File: config.mk
export PLATFORM = sky130hd
export DESIGN_NAME = tx_alarm_flags
export DESIGN_NICKNAME = d
export VERILOG_FILES = /design/src/verilog/flag_latch.v /design/src/verilog/tx_alarm_flags.v
export VERILOG_INCLUDE_DIRS = /design/src /design/src/verilog
export SDC_FILE = /design/constraint.sdc
export NUM_CORES = 1
export LEC_CHECK = 0
export BUFFER_PORTS_ARGS = -buffer_cell sky130_fd_sc_hd__buf_2
export CAP_MARGIN = 20
export CORE_MARGIN = 1
export CORE_UTILIZATION = 30
export DETAILED_ROUTE_END_ITERATION = 12
export SYNTH_ARGS = -nofsm -noshare
export SYNTH_HDL_FRONTEND = slang
export SYNTH_HIERARCHICAL = 1
export SYNTH_SLANG_ARGS = --single-unit
File: constraint.sdc
create_clock -name CLK_SYS -period 2.58 [get_ports CLK_SYS]
set_input_delay 0.387 -clock CLK_SYS [delete_from_list [all_inputs] [get_ports CLK_SYS]]
set_output_delay 0.387 -clock CLK_SYS [all_outputs]
set_load 0.01 [all_outputs]
File: src/verilog/tx_alarm_regs.vh
/*
  Constants for the latched transmitter alarm flag bytes: byte offsets,
  field positions, reset values and timing figures.
  Assumes it is included by bare name from the design files only.
*/
`ifndef TX_ALARM_REGS_VH
`define TX_ALARM_REGS_VH

// Byte offsets on the management bus page
`define OFS_SUMMARY_STATUS   8'h02
`define OFS_LOS_HIGH_CH      8'h09
`define OFS_LOS_LOW_CH       8'h0A
`define OFS_FAULT_HIGH_CH    8'h0B
`define OFS_FAULT_LOW_CH     8'h0C
`define OFS_TEMP_ALARM       8'h0D
`define OFS_SUPPLY_ALARM     8'h0E
`define OFS_RESERVED_15      8'h0F
`define OFS_BIAS_CH11_CH10   8'h10
`define OFS_BIAS_CH9_CH8     8'h11
`define OFS_BIAS_CH7_CH6     8'h12
`define OFS_BIAS_CH5_CH4     8'h13
`define OFS_BIAS_CH3_CH2     8'h14
`define OFS_BIAS_CH1_CH0     8'h15
`define OFS_POWER_CH11_CH10  8'h16
`define OFS_POWER_CH9_CH8    8'h17

// Summary byte fields
`define BIT_SUM_FAULT        3
`define BIT_SUM_LOS          2
`define BIT_SUM_INT          1
`define BIT_SUM_NOT_READY    0

// Two-channel alarm byte fields: higher channel in the upper nibble
`define BIT_PAIR_HI_HIGH     7
`define BIT_PAIR_HI_LOW      6
`define BIT_PAIR_LO_HIGH     3
`define BIT_PAIR_LO_LOW      2

// Temperature and supply fields
`define BIT_TEMP_HIGH        7
`define BIT_TEMP_LOW         6
`define BIT_V33_HIGH         7
`define BIT_V33_LOW          6
`define BIT_V25_HIGH         3
`define BIT_V25_LOW          2

// Reset values
`define RST_FLAGS            1'b0
`define RST_BYTE             8'h00
`define RST_POINTER          8'h00
`define RST_INT_N            1'b1

// Bus device address, arbitrary value
`define DEV_ADDR_DEFAULT     7'h2A

// Longest time from end of a clearing read to the interrupt release
`define FLAG_CLEAR_TIME_MS   100
`define CLK_PERIOD_PS        4000
`define FLAG_CLEAR_CYCLES    ((`FLAG_CLEAR_TIME_MS * 64'h3B9ACA00) / `CLK_PERIOD_PS)

`endif

File: src/verilog/flag_latch.v
/*
  A group of sticky alarm flags: each bit sets while its condition is
  present and holds until cleared.
  Assumes conditions and clear strobes are synchronous to CLK_SYS.
*/
`timescale 1ns/1ps
`default_nettype none
`include "tx_alarm_regs.vh"

module flag_latch #(
  parameter WIDTH = 8
) (
  input  wire             CLK_SYS,
  input  wire             RESET_N,
  input  wire [WIDTH-1:0] COND,
  input  wire [WIDTH-1:0] CLR,
  output wire [WIDTH-1:0] FLAGS
);

  reg  [WIDTH-1:0] flags_q;
  wire [WIDTH-1:0] flags_d;

  // A condition present in the clearing cycle keeps the bit set
  assign flags_d = COND | (flags_q & ~CLR);

  always @(posedge CLK_SYS or negedge RESET_N)
  begin
    if (!RESET_N)
      flags_q <= {WIDTH{`RST_FLAGS}};
    else
      flags_q <= flags_d;
  end

  assign FLAGS = flags_q;

endmodule

`default_nettype wire

File: src/verilog/tx_alarm_flags.v
/*
  Latched clear-on-read alarm flag bytes of a twelve-channel transmitter,
  served on the two-wire management bus (pointer write, then reads with
  auto-increment), with the summary byte and the active-low interrupt.
  Assumes SCL and SDA inputs are already synchronous to CLK_SYS and slow
  against it; SDA is open drain, pulled low while SDA_OE is high.
*/
// Notes on behaviour
// - Byte 10 low bits: loss flags ch4-0
// - Flags latch on condition, clear on read
// - Byte 11: zero nibble, faults ch11-8
// - Byte 12: fault flags ch7-0
// - Byte 13: temperature high/low alarms, rest zero
// - Byte 14 upper: 3.3 V high/low
// - Byte 14 lower: 2.5 V high/low
// - Bytes 16-21: bias alarms, two channels each
// - Bytes 22-23: power alarms, same layout
// - Byte 9 loss ch11-8; byte 10 ch7-5
// - Summary fault bit follows any fault flag
// - Interrupt status until all flags clear
// - Interrupt releases promptly after clearing read
`timescale 1ns/1ps
`default_nettype none
`include "tx_alarm_regs.vh"

module tx_alarm_flags #(
  parameter [6:0] DEV_ADDR = `DEV_ADDR_DEFAULT
) (
  input  wire        CLK_SYS,
  input  wire        RESET_N,
  input  wire        SCL_IN,
  input  wire        SDA_IN,
  output wire        SDA_OUT,
  output wire        SDA_OE,
  input  wire [11:0] LOS_COND,
  input  wire [11:0] FAULT_COND,
  input  wire        TEMP_HIGH_COND,
  input  wire        TEMP_LOW_COND,
  input  wire        V33_HIGH_COND,
  input  wire        V33_LOW_COND,
  input  wire        V25_HIGH_COND,
  input  wire        V25_LOW_COND,
  input  wire [11:0] BIAS_HIGH_COND,
  input  wire [11:0] BIAS_LOW_COND,
  input  wire [3:0]  POWER_HIGH_COND,
  input  wire [3:0]  POWER_LOW_COND,
  output wire        INT_N
);

  localparam [6:0] S_IDLE      = 7'h01;
  localparam [6:0] S_ADDR      = 7'h02;
  localparam [6:0] S_ADDR_ACK  = 7'h04;
  localparam [6:0] S_WRITE     = 7'h08;
  localparam [6:0] S_WRITE_ACK = 7'h10;
  localparam [6:0] S_READ      = 7'h20;
  localparam [6:0] S_READ_ACK  = 7'h40;

  reg  [6:0]  state_q;
  reg  [3:0]  cnt_q;
  reg  [7:0]  shift_q, tx_q, snap_q, ptr_q, clr_addr_q, clr_mask_q;
  reg         scl_q, sda_q, ptr_phase_q, rw_q, nack_q, oe_q, clr_go_q, int_n_q;

  wire [11:0] los, fault, bias_hi, bias_lo;
  wire [3:0]  supply, pwr_hi, pwr_lo;
  wire [1:0]  temp;

  reg  [11:0] clr_los, clr_fault, clr_bias_hi, clr_bias_lo;
  reg  [3:0]  clr_supply, clr_pwr_hi, clr_pwr_lo;
  reg  [1:0]  clr_temp;
  reg  [7:0]  rd_byte;

  wire scl_rise = SCL_IN & ~scl_q;
  wire scl_fall = ~SCL_IN & scl_q;
  wire start    = scl_q & SCL_IN & sda_q & ~SDA_IN;
  wire stop     = scl_q & SCL_IN & ~sda_q & SDA_IN;
  wire any_flag = (|los) | (|fault) | (|temp) | (|supply) | (|bias_hi) | (|bias_lo) | (|pwr_hi) | (|pwr_lo);

  // Clear bits of a two-channel byte: both high alarms, then both low alarms
  wire [3:0] clr_pair = {clr_mask_q[`BIT_PAIR_HI_HIGH], clr_mask_q[`BIT_PAIR_LO_HIGH],
                         clr_mask_q[`BIT_PAIR_HI_LOW], clr_mask_q[`BIT_PAIR_LO_LOW]};

  // Packs one two-channel alarm byte; middle and bottom bit pairs read zero
  function [7:0] pair_byte;
    input hh;
    input hl;
    input lh;
    input ll;
    begin
      pair_byte = 8'h00;
      pair_byte[`BIT_PAIR_HI_HIGH] = hh;
      pair_byte[`BIT_PAIR_HI_LOW]  = hl;
      pair_byte[`BIT_PAIR_LO_HIGH] = lh;
      pair_byte[`BIT_PAIR_LO_LOW]  = ll;
    end
  endfunction

  flag_latch #(.WIDTH(12)) u_los (.CLK_SYS(CLK_SYS), .RESET_N(RESET_N),
    .COND(LOS_COND), .CLR(clr_los), .FLAGS(los));
  flag_latch #(.WIDTH(12)) u_fault (.CLK_SYS(CLK_SYS), .RESET_N(RESET_N),
    .COND(FAULT_COND), .CLR(clr_fault), .FLAGS(fault));
  flag_latch #(.WIDTH(2)) u_temp (.CLK_SYS(CLK_SYS), .RESET_N(RESET_N),
    .COND({TEMP_HIGH_COND, TEMP_LOW_COND}), .CLR(clr_temp), .FLAGS(temp));
  flag_latch #(.WIDTH(4)) u_supply (.CLK_SYS(CLK_SYS), .RESET_N(RESET_N),
    .COND({V33_HIGH_COND, V33_LOW_COND, V25_HIGH_COND, V25_LOW_COND}), .CLR(clr_supply), .FLAGS(supply));
  flag_latch #(.WIDTH(12)) u_bias_hi (.CLK_SYS(CLK_SYS), .RESET_N(RESET_N),
    .COND(BIAS_HIGH_COND), .CLR(clr_bias_hi), .FLAGS(bias_hi));
  flag_latch #(.WIDTH(12)) u_bias_lo (.CLK_SYS(CLK_SYS), .RESET_N(RESET_N),
    .COND(BIAS_LOW_COND), .CLR(clr_bias_lo), .FLAGS(bias_lo));
  flag_latch #(.WIDTH(4)) u_pwr_hi (.CLK_SYS(CLK_SYS), .RESET_N(RESET_N),
    .COND(POWER_HIGH_COND), .CLR(clr_pwr_hi), .FLAGS(pwr_hi));
  flag_latch #(.WIDTH(4)) u_pwr_lo (.CLK_SYS(CLK_SYS), .RESET_N(RESET_N),
    .COND(POWER_LOW_COND), .CLR(clr_pwr_lo), .FLAGS(pwr_lo));

  // Byte view at the pointer; unlisted offsets read zero without side effect
  always @*
  begin
    rd_byte = `RST_BYTE;
    case (ptr_q)
      `OFS_SUMMARY_STATUS:
      begin
        rd_byte[`BIT_SUM_FAULT]     = |fault;
        rd_byte[`BIT_SUM_LOS]       = |los;
        rd_byte[`BIT_SUM_INT]       = ~int_n_q;
        rd_byte[`BIT_SUM_NOT_READY] = 1'b0;
      end
      `OFS_LOS_HIGH_CH:     rd_byte = {4'h0, los[11:8]};
      `OFS_LOS_LOW_CH:      rd_byte = los[7:0];
      `OFS_FAULT_HIGH_CH:   rd_byte = {4'h0, fault[11:8]};
      `OFS_FAULT_LOW_CH:    rd_byte = fault[7:0];
      `OFS_TEMP_ALARM:
      begin
        rd_byte[`BIT_TEMP_HIGH] = temp[1];
        rd_byte[`BIT_TEMP_LOW]  = temp[0];
      end
      `OFS_SUPPLY_ALARM:
      begin
        rd_byte[`BIT_V33_HIGH] = supply[3];
        rd_byte[`BIT_V33_LOW]  = supply[2];
        rd_byte[`BIT_V25_HIGH] = supply[1];
        rd_byte[`BIT_V25_LOW]  = supply[0];
      end
      `OFS_RESERVED_15:     rd_byte = `RST_BYTE;
      `OFS_BIAS_CH11_CH10:  rd_byte = pair_byte(bias_hi[11], bias_lo[11], bias_hi[10], bias_lo[10]);
      `OFS_BIAS_CH9_CH8:    rd_byte = pair_byte(bias_hi[9], bias_lo[9], bias_hi[8], bias_lo[8]);
      `OFS_BIAS_CH7_CH6:    rd_byte = pair_byte(bias_hi[7], bias_lo[7], bias_hi[6], bias_lo[6]);
      `OFS_BIAS_CH5_CH4:    rd_byte = pair_byte(bias_hi[5], bias_lo[5], bias_hi[4], bias_lo[4]);
      `OFS_BIAS_CH3_CH2:    rd_byte = pair_byte(bias_hi[3], bias_lo[3], bias_hi[2], bias_lo[2]);
      `OFS_BIAS_CH1_CH0:    rd_byte = pair_byte(bias_hi[1], bias_lo[1], bias_hi[0], bias_lo[0]);
      `OFS_POWER_CH11_CH10: rd_byte = pair_byte(pwr_hi[3], pwr_lo[3], pwr_hi[2], pwr_lo[2]);
      `OFS_POWER_CH9_CH8:   rd_byte = pair_byte(pwr_hi[1], pwr_lo[1], pwr_hi[0], pwr_lo[0]);
      default:              rd_byte = `RST_BYTE;
    endcase
  end

  // Only bits that were shipped as 1 are cleared, so a flag rising after
  // the byte was captured survives for the next read
  always @*
  begin
    clr_los     = 12'h000;
    clr_fault   = 12'h000;
    clr_temp    = 2'h0;
    clr_supply  = 4'h0;
    clr_bias_hi = 12'h000;
    clr_bias_lo = 12'h000;
    clr_pwr_hi  = 4'h0;
    clr_pwr_lo  = 4'h0;
    if (clr_go_q)
    begin
      case (clr_addr_q)
        `OFS_LOS_HIGH_CH:   clr_los[11:8]  = clr_mask_q[3:0];
        `OFS_LOS_LOW_CH:    clr_los[7:0]   = clr_mask_q;
        `OFS_FAULT_HIGH_CH: clr_fault[11:8] = clr_mask_q[3:0];
        `OFS_FAULT_LOW_CH:  clr_fault[7:0]  = clr_mask_q;
        `OFS_TEMP_ALARM:    clr_temp = {clr_mask_q[`BIT_TEMP_HIGH], clr_mask_q[`BIT_TEMP_LOW]};
        `OFS_SUPPLY_ALARM:
          clr_supply = {clr_mask_q[`BIT_V33_HIGH], clr_mask_q[`BIT_V33_LOW],
                        clr_mask_q[`BIT_V25_HIGH], clr_mask_q[`BIT_V25_LOW]};
        `OFS_BIAS_CH11_CH10:  {clr_bias_hi[11:10], clr_bias_lo[11:10]} = clr_pair;
        `OFS_BIAS_CH9_CH8:    {clr_bias_hi[9:8], clr_bias_lo[9:8]} = clr_pair;
        `OFS_BIAS_CH7_CH6:    {clr_bias_hi[7:6], clr_bias_lo[7:6]} = clr_pair;
        `OFS_BIAS_CH5_CH4:    {clr_bias_hi[5:4], clr_bias_lo[5:4]} = clr_pair;
        `OFS_BIAS_CH3_CH2:    {clr_bias_hi[3:2], clr_bias_lo[3:2]} = clr_pair;
        `OFS_BIAS_CH1_CH0:    {clr_bias_hi[1:0], clr_bias_lo[1:0]} = clr_pair;
        `OFS_POWER_CH11_CH10: {clr_pwr_hi[3:2], clr_pwr_lo[3:2]} = clr_pair;
        `OFS_POWER_CH9_CH8:   {clr_pwr_hi[1:0], clr_pwr_lo[1:0]} = clr_pair;
        default:              clr_los = 12'h000;
      endcase
    end
  end

  // Bus slave: bits sampled on SCL rise, SDA changed on SCL fall
  always @(posedge CLK_SYS or negedge RESET_N)
  begin
    if (!RESET_N)
    begin
      state_q     <= S_IDLE;
      scl_q       <= 1'b1;
      sda_q       <= 1'b1;
      cnt_q       <= 4'h0;
      shift_q     <= `RST_BYTE;
      tx_q        <= `RST_BYTE;
      snap_q      <= `RST_BYTE;
      ptr_q       <= `RST_POINTER;
      ptr_phase_q <= 1'b0;
      rw_q        <= 1'b0;
      nack_q      <= 1'b0;
      oe_q        <= 1'b0;
      clr_go_q    <= 1'b0;
      clr_addr_q  <= `RST_BYTE;
      clr_mask_q  <= `RST_BYTE;
    end
    else
    begin
      scl_q    <= SCL_IN;
      sda_q    <= SDA_IN;
      clr_go_q <= 1'b0;
      if (start)
      begin
        state_q <= S_ADDR;
        cnt_q   <= 4'h0;
        oe_q    <= 1'b0;
      end
      else if (stop)
      begin
        state_q <= S_IDLE;
        oe_q    <= 1'b0;
      end
      else
      begin
        case (state_q)
          S_IDLE:
          begin
            oe_q <= 1'b0;
          end
          S_ADDR, S_WRITE:
          begin
            if (scl_rise && cnt_q != 4'h8)
            begin
              shift_q <= {shift_q[6:0], SDA_IN};
              cnt_q   <= cnt_q + 4'h1;
            end
            else if (scl_fall && cnt_q == 4'h8)
            begin
              cnt_q <= 4'h0;
              if (state_q == S_WRITE)
              begin
                oe_q    <= 1'b1;
                state_q <= S_WRITE_ACK;
                if (ptr_phase_q)
                  ptr_q <= shift_q;
                ptr_phase_q <= 1'b0;
              end
              else if (shift_q[7:1] == DEV_ADDR)
              begin
                oe_q    <= 1'b1;
                rw_q    <= shift_q[0];
                state_q <= S_ADDR_ACK;
              end
              else
                state_q <= S_IDLE;
            end
          end
          S_ADDR_ACK:
          begin
            if (scl_fall)
            begin
              if (rw_q)
              begin
                tx_q    <= rd_byte;
                snap_q  <= rd_byte;
                oe_q    <= ~rd_byte[7];
                state_q <= S_READ;
              end
              else
              begin
                oe_q        <= 1'b0;
                ptr_phase_q <= 1'b1;
                state_q     <= S_WRITE;
              end
            end
          end
          S_WRITE_ACK:
          begin
            // Data bytes after the pointer are acknowledged and dropped
            if (scl_fall)
            begin
              oe_q    <= 1'b0;
              state_q <= S_WRITE;
            end
          end
          S_READ:
          begin
            if (scl_fall)
            begin
              if (cnt_q == 4'h7)
              begin
                cnt_q   <= 4'h0;
                oe_q    <= 1'b0;
                state_q <= S_READ_ACK;
              end
              else
              begin
                cnt_q <= cnt_q + 4'h1;
                tx_q  <= {tx_q[6:0], 1'b0};
                oe_q  <= ~tx_q[6];
              end
            end
          end
          S_READ_ACK:
          begin
            if (scl_rise)
            begin
              clr_go_q   <= 1'b1;
              clr_addr_q <= ptr_q;
              clr_mask_q <= snap_q;
              ptr_q      <= ptr_q + 8'h01;
              nack_q     <= SDA_IN;
            end
            else if (scl_fall)
            begin
              if (nack_q)
                state_q <= S_IDLE;
              else
              begin
                tx_q    <= rd_byte;
                snap_q  <= rd_byte;
                oe_q    <= ~rd_byte[7];
                state_q <= S_READ;
              end
            end
          end
          default:
          begin
            state_q <= S_IDLE;
            oe_q    <= 1'b0;
          end
        endcase
      end
    end
  end

  // Interrupt releases one cycle after the last flag clears, far inside the limit
  always @(posedge CLK_SYS or negedge RESET_N)
  begin
    if (!RESET_N)
      int_n_q <= `RST_INT_N;
    else
      int_n_q <= ~any_flag;
  end

  assign SDA_OUT = 1'b0;
  assign SDA_OE  = oe_q;
  assign INT_N   = int_n_q;

endmodule

`default_nettype wire

==> results.py <==
metrics = {
    "routing": {
        "drt_first_pass_iters": 7,
        "vias_per_cell": 5.13,
        "wl_per_cell_um": 17.2,
        "route.detailed.drc": 0,
        "dr.first_iter.drc_count": 438,
        "drt-total-wl_mm": 18.1,
        "drtAntennaViolNets": 0,
        "num_vias": 5411,
    },
    "power_and_ir_drop": {
        "p_leak_nw": 3.04,
        "intPower_w": 0.00374,
        "p_switching_w": 0.00111,
        "pwr_density_cell_nw_per_um2": 613,
        "pwr-share-seq_pct": 43.1,
        "clock_power_share_pct": 51.2,
        "p_comb_share_pct": 5.7,
        "ir_worst_vdd_v": 0.000461,
        "switching_share_pct": 23.0,
    },
    "floorplanning": {
        "coreArea_sq_um": 21800,
        "io_pins": 69,
        "chipWidth_um": 151,
        "die_h_um": 151,
        "die_area_sq_um": 22700,
        "initial_core_util_pct": 30.5,
        "num_rows": 54,
    },
    "timing": {
        "fmax_mhz": 410,
        "slew_headroom_pct": 50.6,
        "skew_ns": 0.00706,
        "finalSetupViolCount": 0,
        "period_minus_slack_ns": 2.44,
        "fin_crit_sh_pct": 94.6,
        "maxSlewViolCount": 0,
        "fin_ws_ns": 0.139,
        "fin_tns_setup_ns": 0,
        "hold_viol_final": 0,
        "worstMarginPinSlew_ns": 0.741,
    },
    "grt": {
        "grtUsageTotal_pct": 16.9,
        "grt_max_degree": 56,
        "overflow": 0,
        "grt_pass1_vias": 5366,
        "antenna_found_initial": 0,
        "grt_pass1_wl_mm": 29.2,
    },
    "critical_path": {
        "critPathCaptureType": "register",
        "required_ns": 2.94,
        "worstSetupPathType": "register to register",
        "cp-startpoint": "ptr_q[0]",
        "r2r_start": "ptr_q[0]",
        "arrival_ns": 2.80,
        "startpoint_type": "register",
        "cp_max_fo": 9,
    },
    "clock_tree": {
        "cts-root-buf": "clkbuf_16",
        "clkTransAtPathRegs_ns": 0.06,
        "insertion_delay_ns": 0.42,
        "cts_setup_buffers": 0,
        "htreeDepth": 4,
        "cts_buffer_depth": 2,
        "clock-sinks": 128,
        "numCtsBuffers": 17,
        "cts_tree": "done",
    },
    "synth": {
        "synth_simple_gate_area_share_pct": 18.6,
        "synth_top_area_share_pct": 46.7,
        "synth_edf_count": 0,
        "ys_ff_latch": 128,
        "yosysWarnings": 6,
        "synth_area_sq_um": 6640,
        "synthFlopType": "dfrtp_1",
        "synth_mux_area_share_pct": 6.31,
        "ys_seq_area_share_pct": 48.3,
        "async_flop_share_pct": 100,
        "synth.largest_area_cell": "dfrtp_1",
        "syn_area_per_cell_sq_um": 9.59,
        "synthTopCellsByCount": "dfrtp_1 (124), nor2_1 (86), inv_1 (70)",
        "yosys-top-cells-area": "dfrtp_1 (47%), a21o_1 (7.3%), mux2_2 (5.3%)",
        "synth_nets": 765,
        "synth_cell_type_count": 72,
        "synth_compound_gate_area_share_pct": 18.9,
        "synth.most_common_cell": "dfrtp_1",
        "synth_top_family_by_area": "compound AO/OA/AOI/OAI gates",
        "syn_inst": 693,
        "synthAdderAreaFrac_pct": 1.13,
        "synth-xor-area-share_pct": 0.395,
    },
    "final_layout": {
        "ff_latch_area_sq_um": 3210,
        "multi_input_area_sq_um": 3020,
        "fillCellCount": 2255,
        "layout-drive-gt1-share_pct": 21.4,
        "antenna_cells": 0,
        "final_cells": 1054,
        "syn_to_final_growth_pct": 19.1,
        "utilization_pct": 36.4,
        "nets": 833,
    },
    "place": {
        "post-place-ws_ns": 0.208,
        "dp_cells": 1021,
        "dp_hpwl_mm": 13.1,
        "portBuffers": 67,
        "gp_congestion": 0.849,
    },
    "job": {
        "cap_violations": 0,
    },
    "worst_hold_path": {
        "hold_start": "SCL_IN",
        "hold_class": "input port to register",
    },
    "outcome": {
        "status": "finished, final reports clean",
    },
}
==> power groups by stage <==
stage / clock network (W) / logic, W / registers (W)
global route: 0.00262 / 0.000308 / 0.00210
finish: 0.00248 / 0.000278 / 0.00209
CTS: 0.00252 / 0.000282 / 0.00209
global placement: 0 / 0.000282 / 0.00212
floorplan: 0 / 0.000142 / 0.00211
detailed placement: 0 / 0.000278 / 0.00212
==> final timing paths <==
kind                                       to  slack [ns]  cells after the start
max                                   tx_q[6]        0.14                      8
min                                     scl_q        0.10                      1
max reg2reg                           tx_q[6]        0.14                      8
min reg2reg                             INT_N        0.45                      1
max in group asynchronous  u_bias_hi/FLAGS[8]        1.31                      3
min in group asynchronous          state_q[1]        0.44                      2
==> area by class of cell <==
class | count | share of cell area (%)
Sequential cell | 128 | 40.5
Multi-Input combinational cell | 463 | 38.1
Timing Repair Buffer | 81 | 5.83
Inverter | 70 | 3.32
Tap cell | 280 | 4.43
Clock inverter | 8 | 1.28
Clock buffer | 24 | 6.47
==> what timing repair did <==
item                                   4_1_cts  5_1_grt
hold buffers                                 1        0
setup endpoints to repair                    0        1
gates resized for setup                      0        1
endpoints found under the hold margin       34        0
==> cells in the final DEF (no fill, tap or decap), types with 9 or more instances in the layout <==
cell       instances
mux2_2            31
clkbuf_16         17
buf_2             66
o21ai_0           30
nor2b_1            9
nand2_1           58
nand3_1           19
buf_4             12
a22oi_1           10
inv_1             70
a21oi_1           15
nor2_1            86
nor4_1            18
dfrtp_1          124
a21o_1            65
==> critical path: stages (launching register included) <==
cell and delay [ns]:
dfrtp_1 0.45, inv_1 0.12, ha_1 0.46, and2_1 0.35, a2bb2oi_1 0.15, a311oi_1 0.35
a311oi_2 0.11, a211oi_1 0.28, a21o_1 0.11
==> metal layers <==
| layer | vias up | part of all wire, % | track usage (%) |
|---|---|---|---|
| met1 | 2668 | 46 | 22.6 |
| li1 | 2552 | - | - |
| met5 | - | 0 | 0 |
| met4 | 0 | 2.2 | 7.05 |
| met2 | 162 | 48 | 26.9 |
| met3 | 29 | 4.2 | 2.95 |
==> metrics by stage <==
| stage | area [sq um] | power, W | hold slack, ns |
|---|---|---|---|
| after global routing | 7920 | 0.00503 | 0.0976 |
| after floorplan | 6640 | 0.00225 | 0.0914 |
| after global placement | 7290 | 0.00241 | 0.328 |
| after detailed placement | 7290 | 0.00240 | 0.325 |
| after CTS | 7910 | 0.00489 | 0.0956 |
| final | 7920 | 0.00485 | 0.103 |
==> logic make-up after synthesis <==
logic type      after synthesis
other cells                   1
xor+xnor                      3
fa+ha+maj                     6
buf+inv                     102
mux                          38
simple gates                244
compound gates              171
flops                       128
==> flip-flops by register name, indices dropped and copies added, names as in the netlist, 2 cells and up <==
name	flops
clr_addr_q	8
clr_mask_q	8
cnt_q	4
ptr_q	8
shift_q	8
snap_q	8
state_q	7
tx_q	7
u_bias_hi/FLAGS	12
u_bias_lo/FLAGS	12
u_fault/FLAGS	12
u_los/FLAGS	12
u_pwr_hi/FLAGS	4
u_pwr_lo/FLAGS	4
u_supply/FLAGS	4
u_temp/FLAGS	2
(Power assumes the default switching activity.)
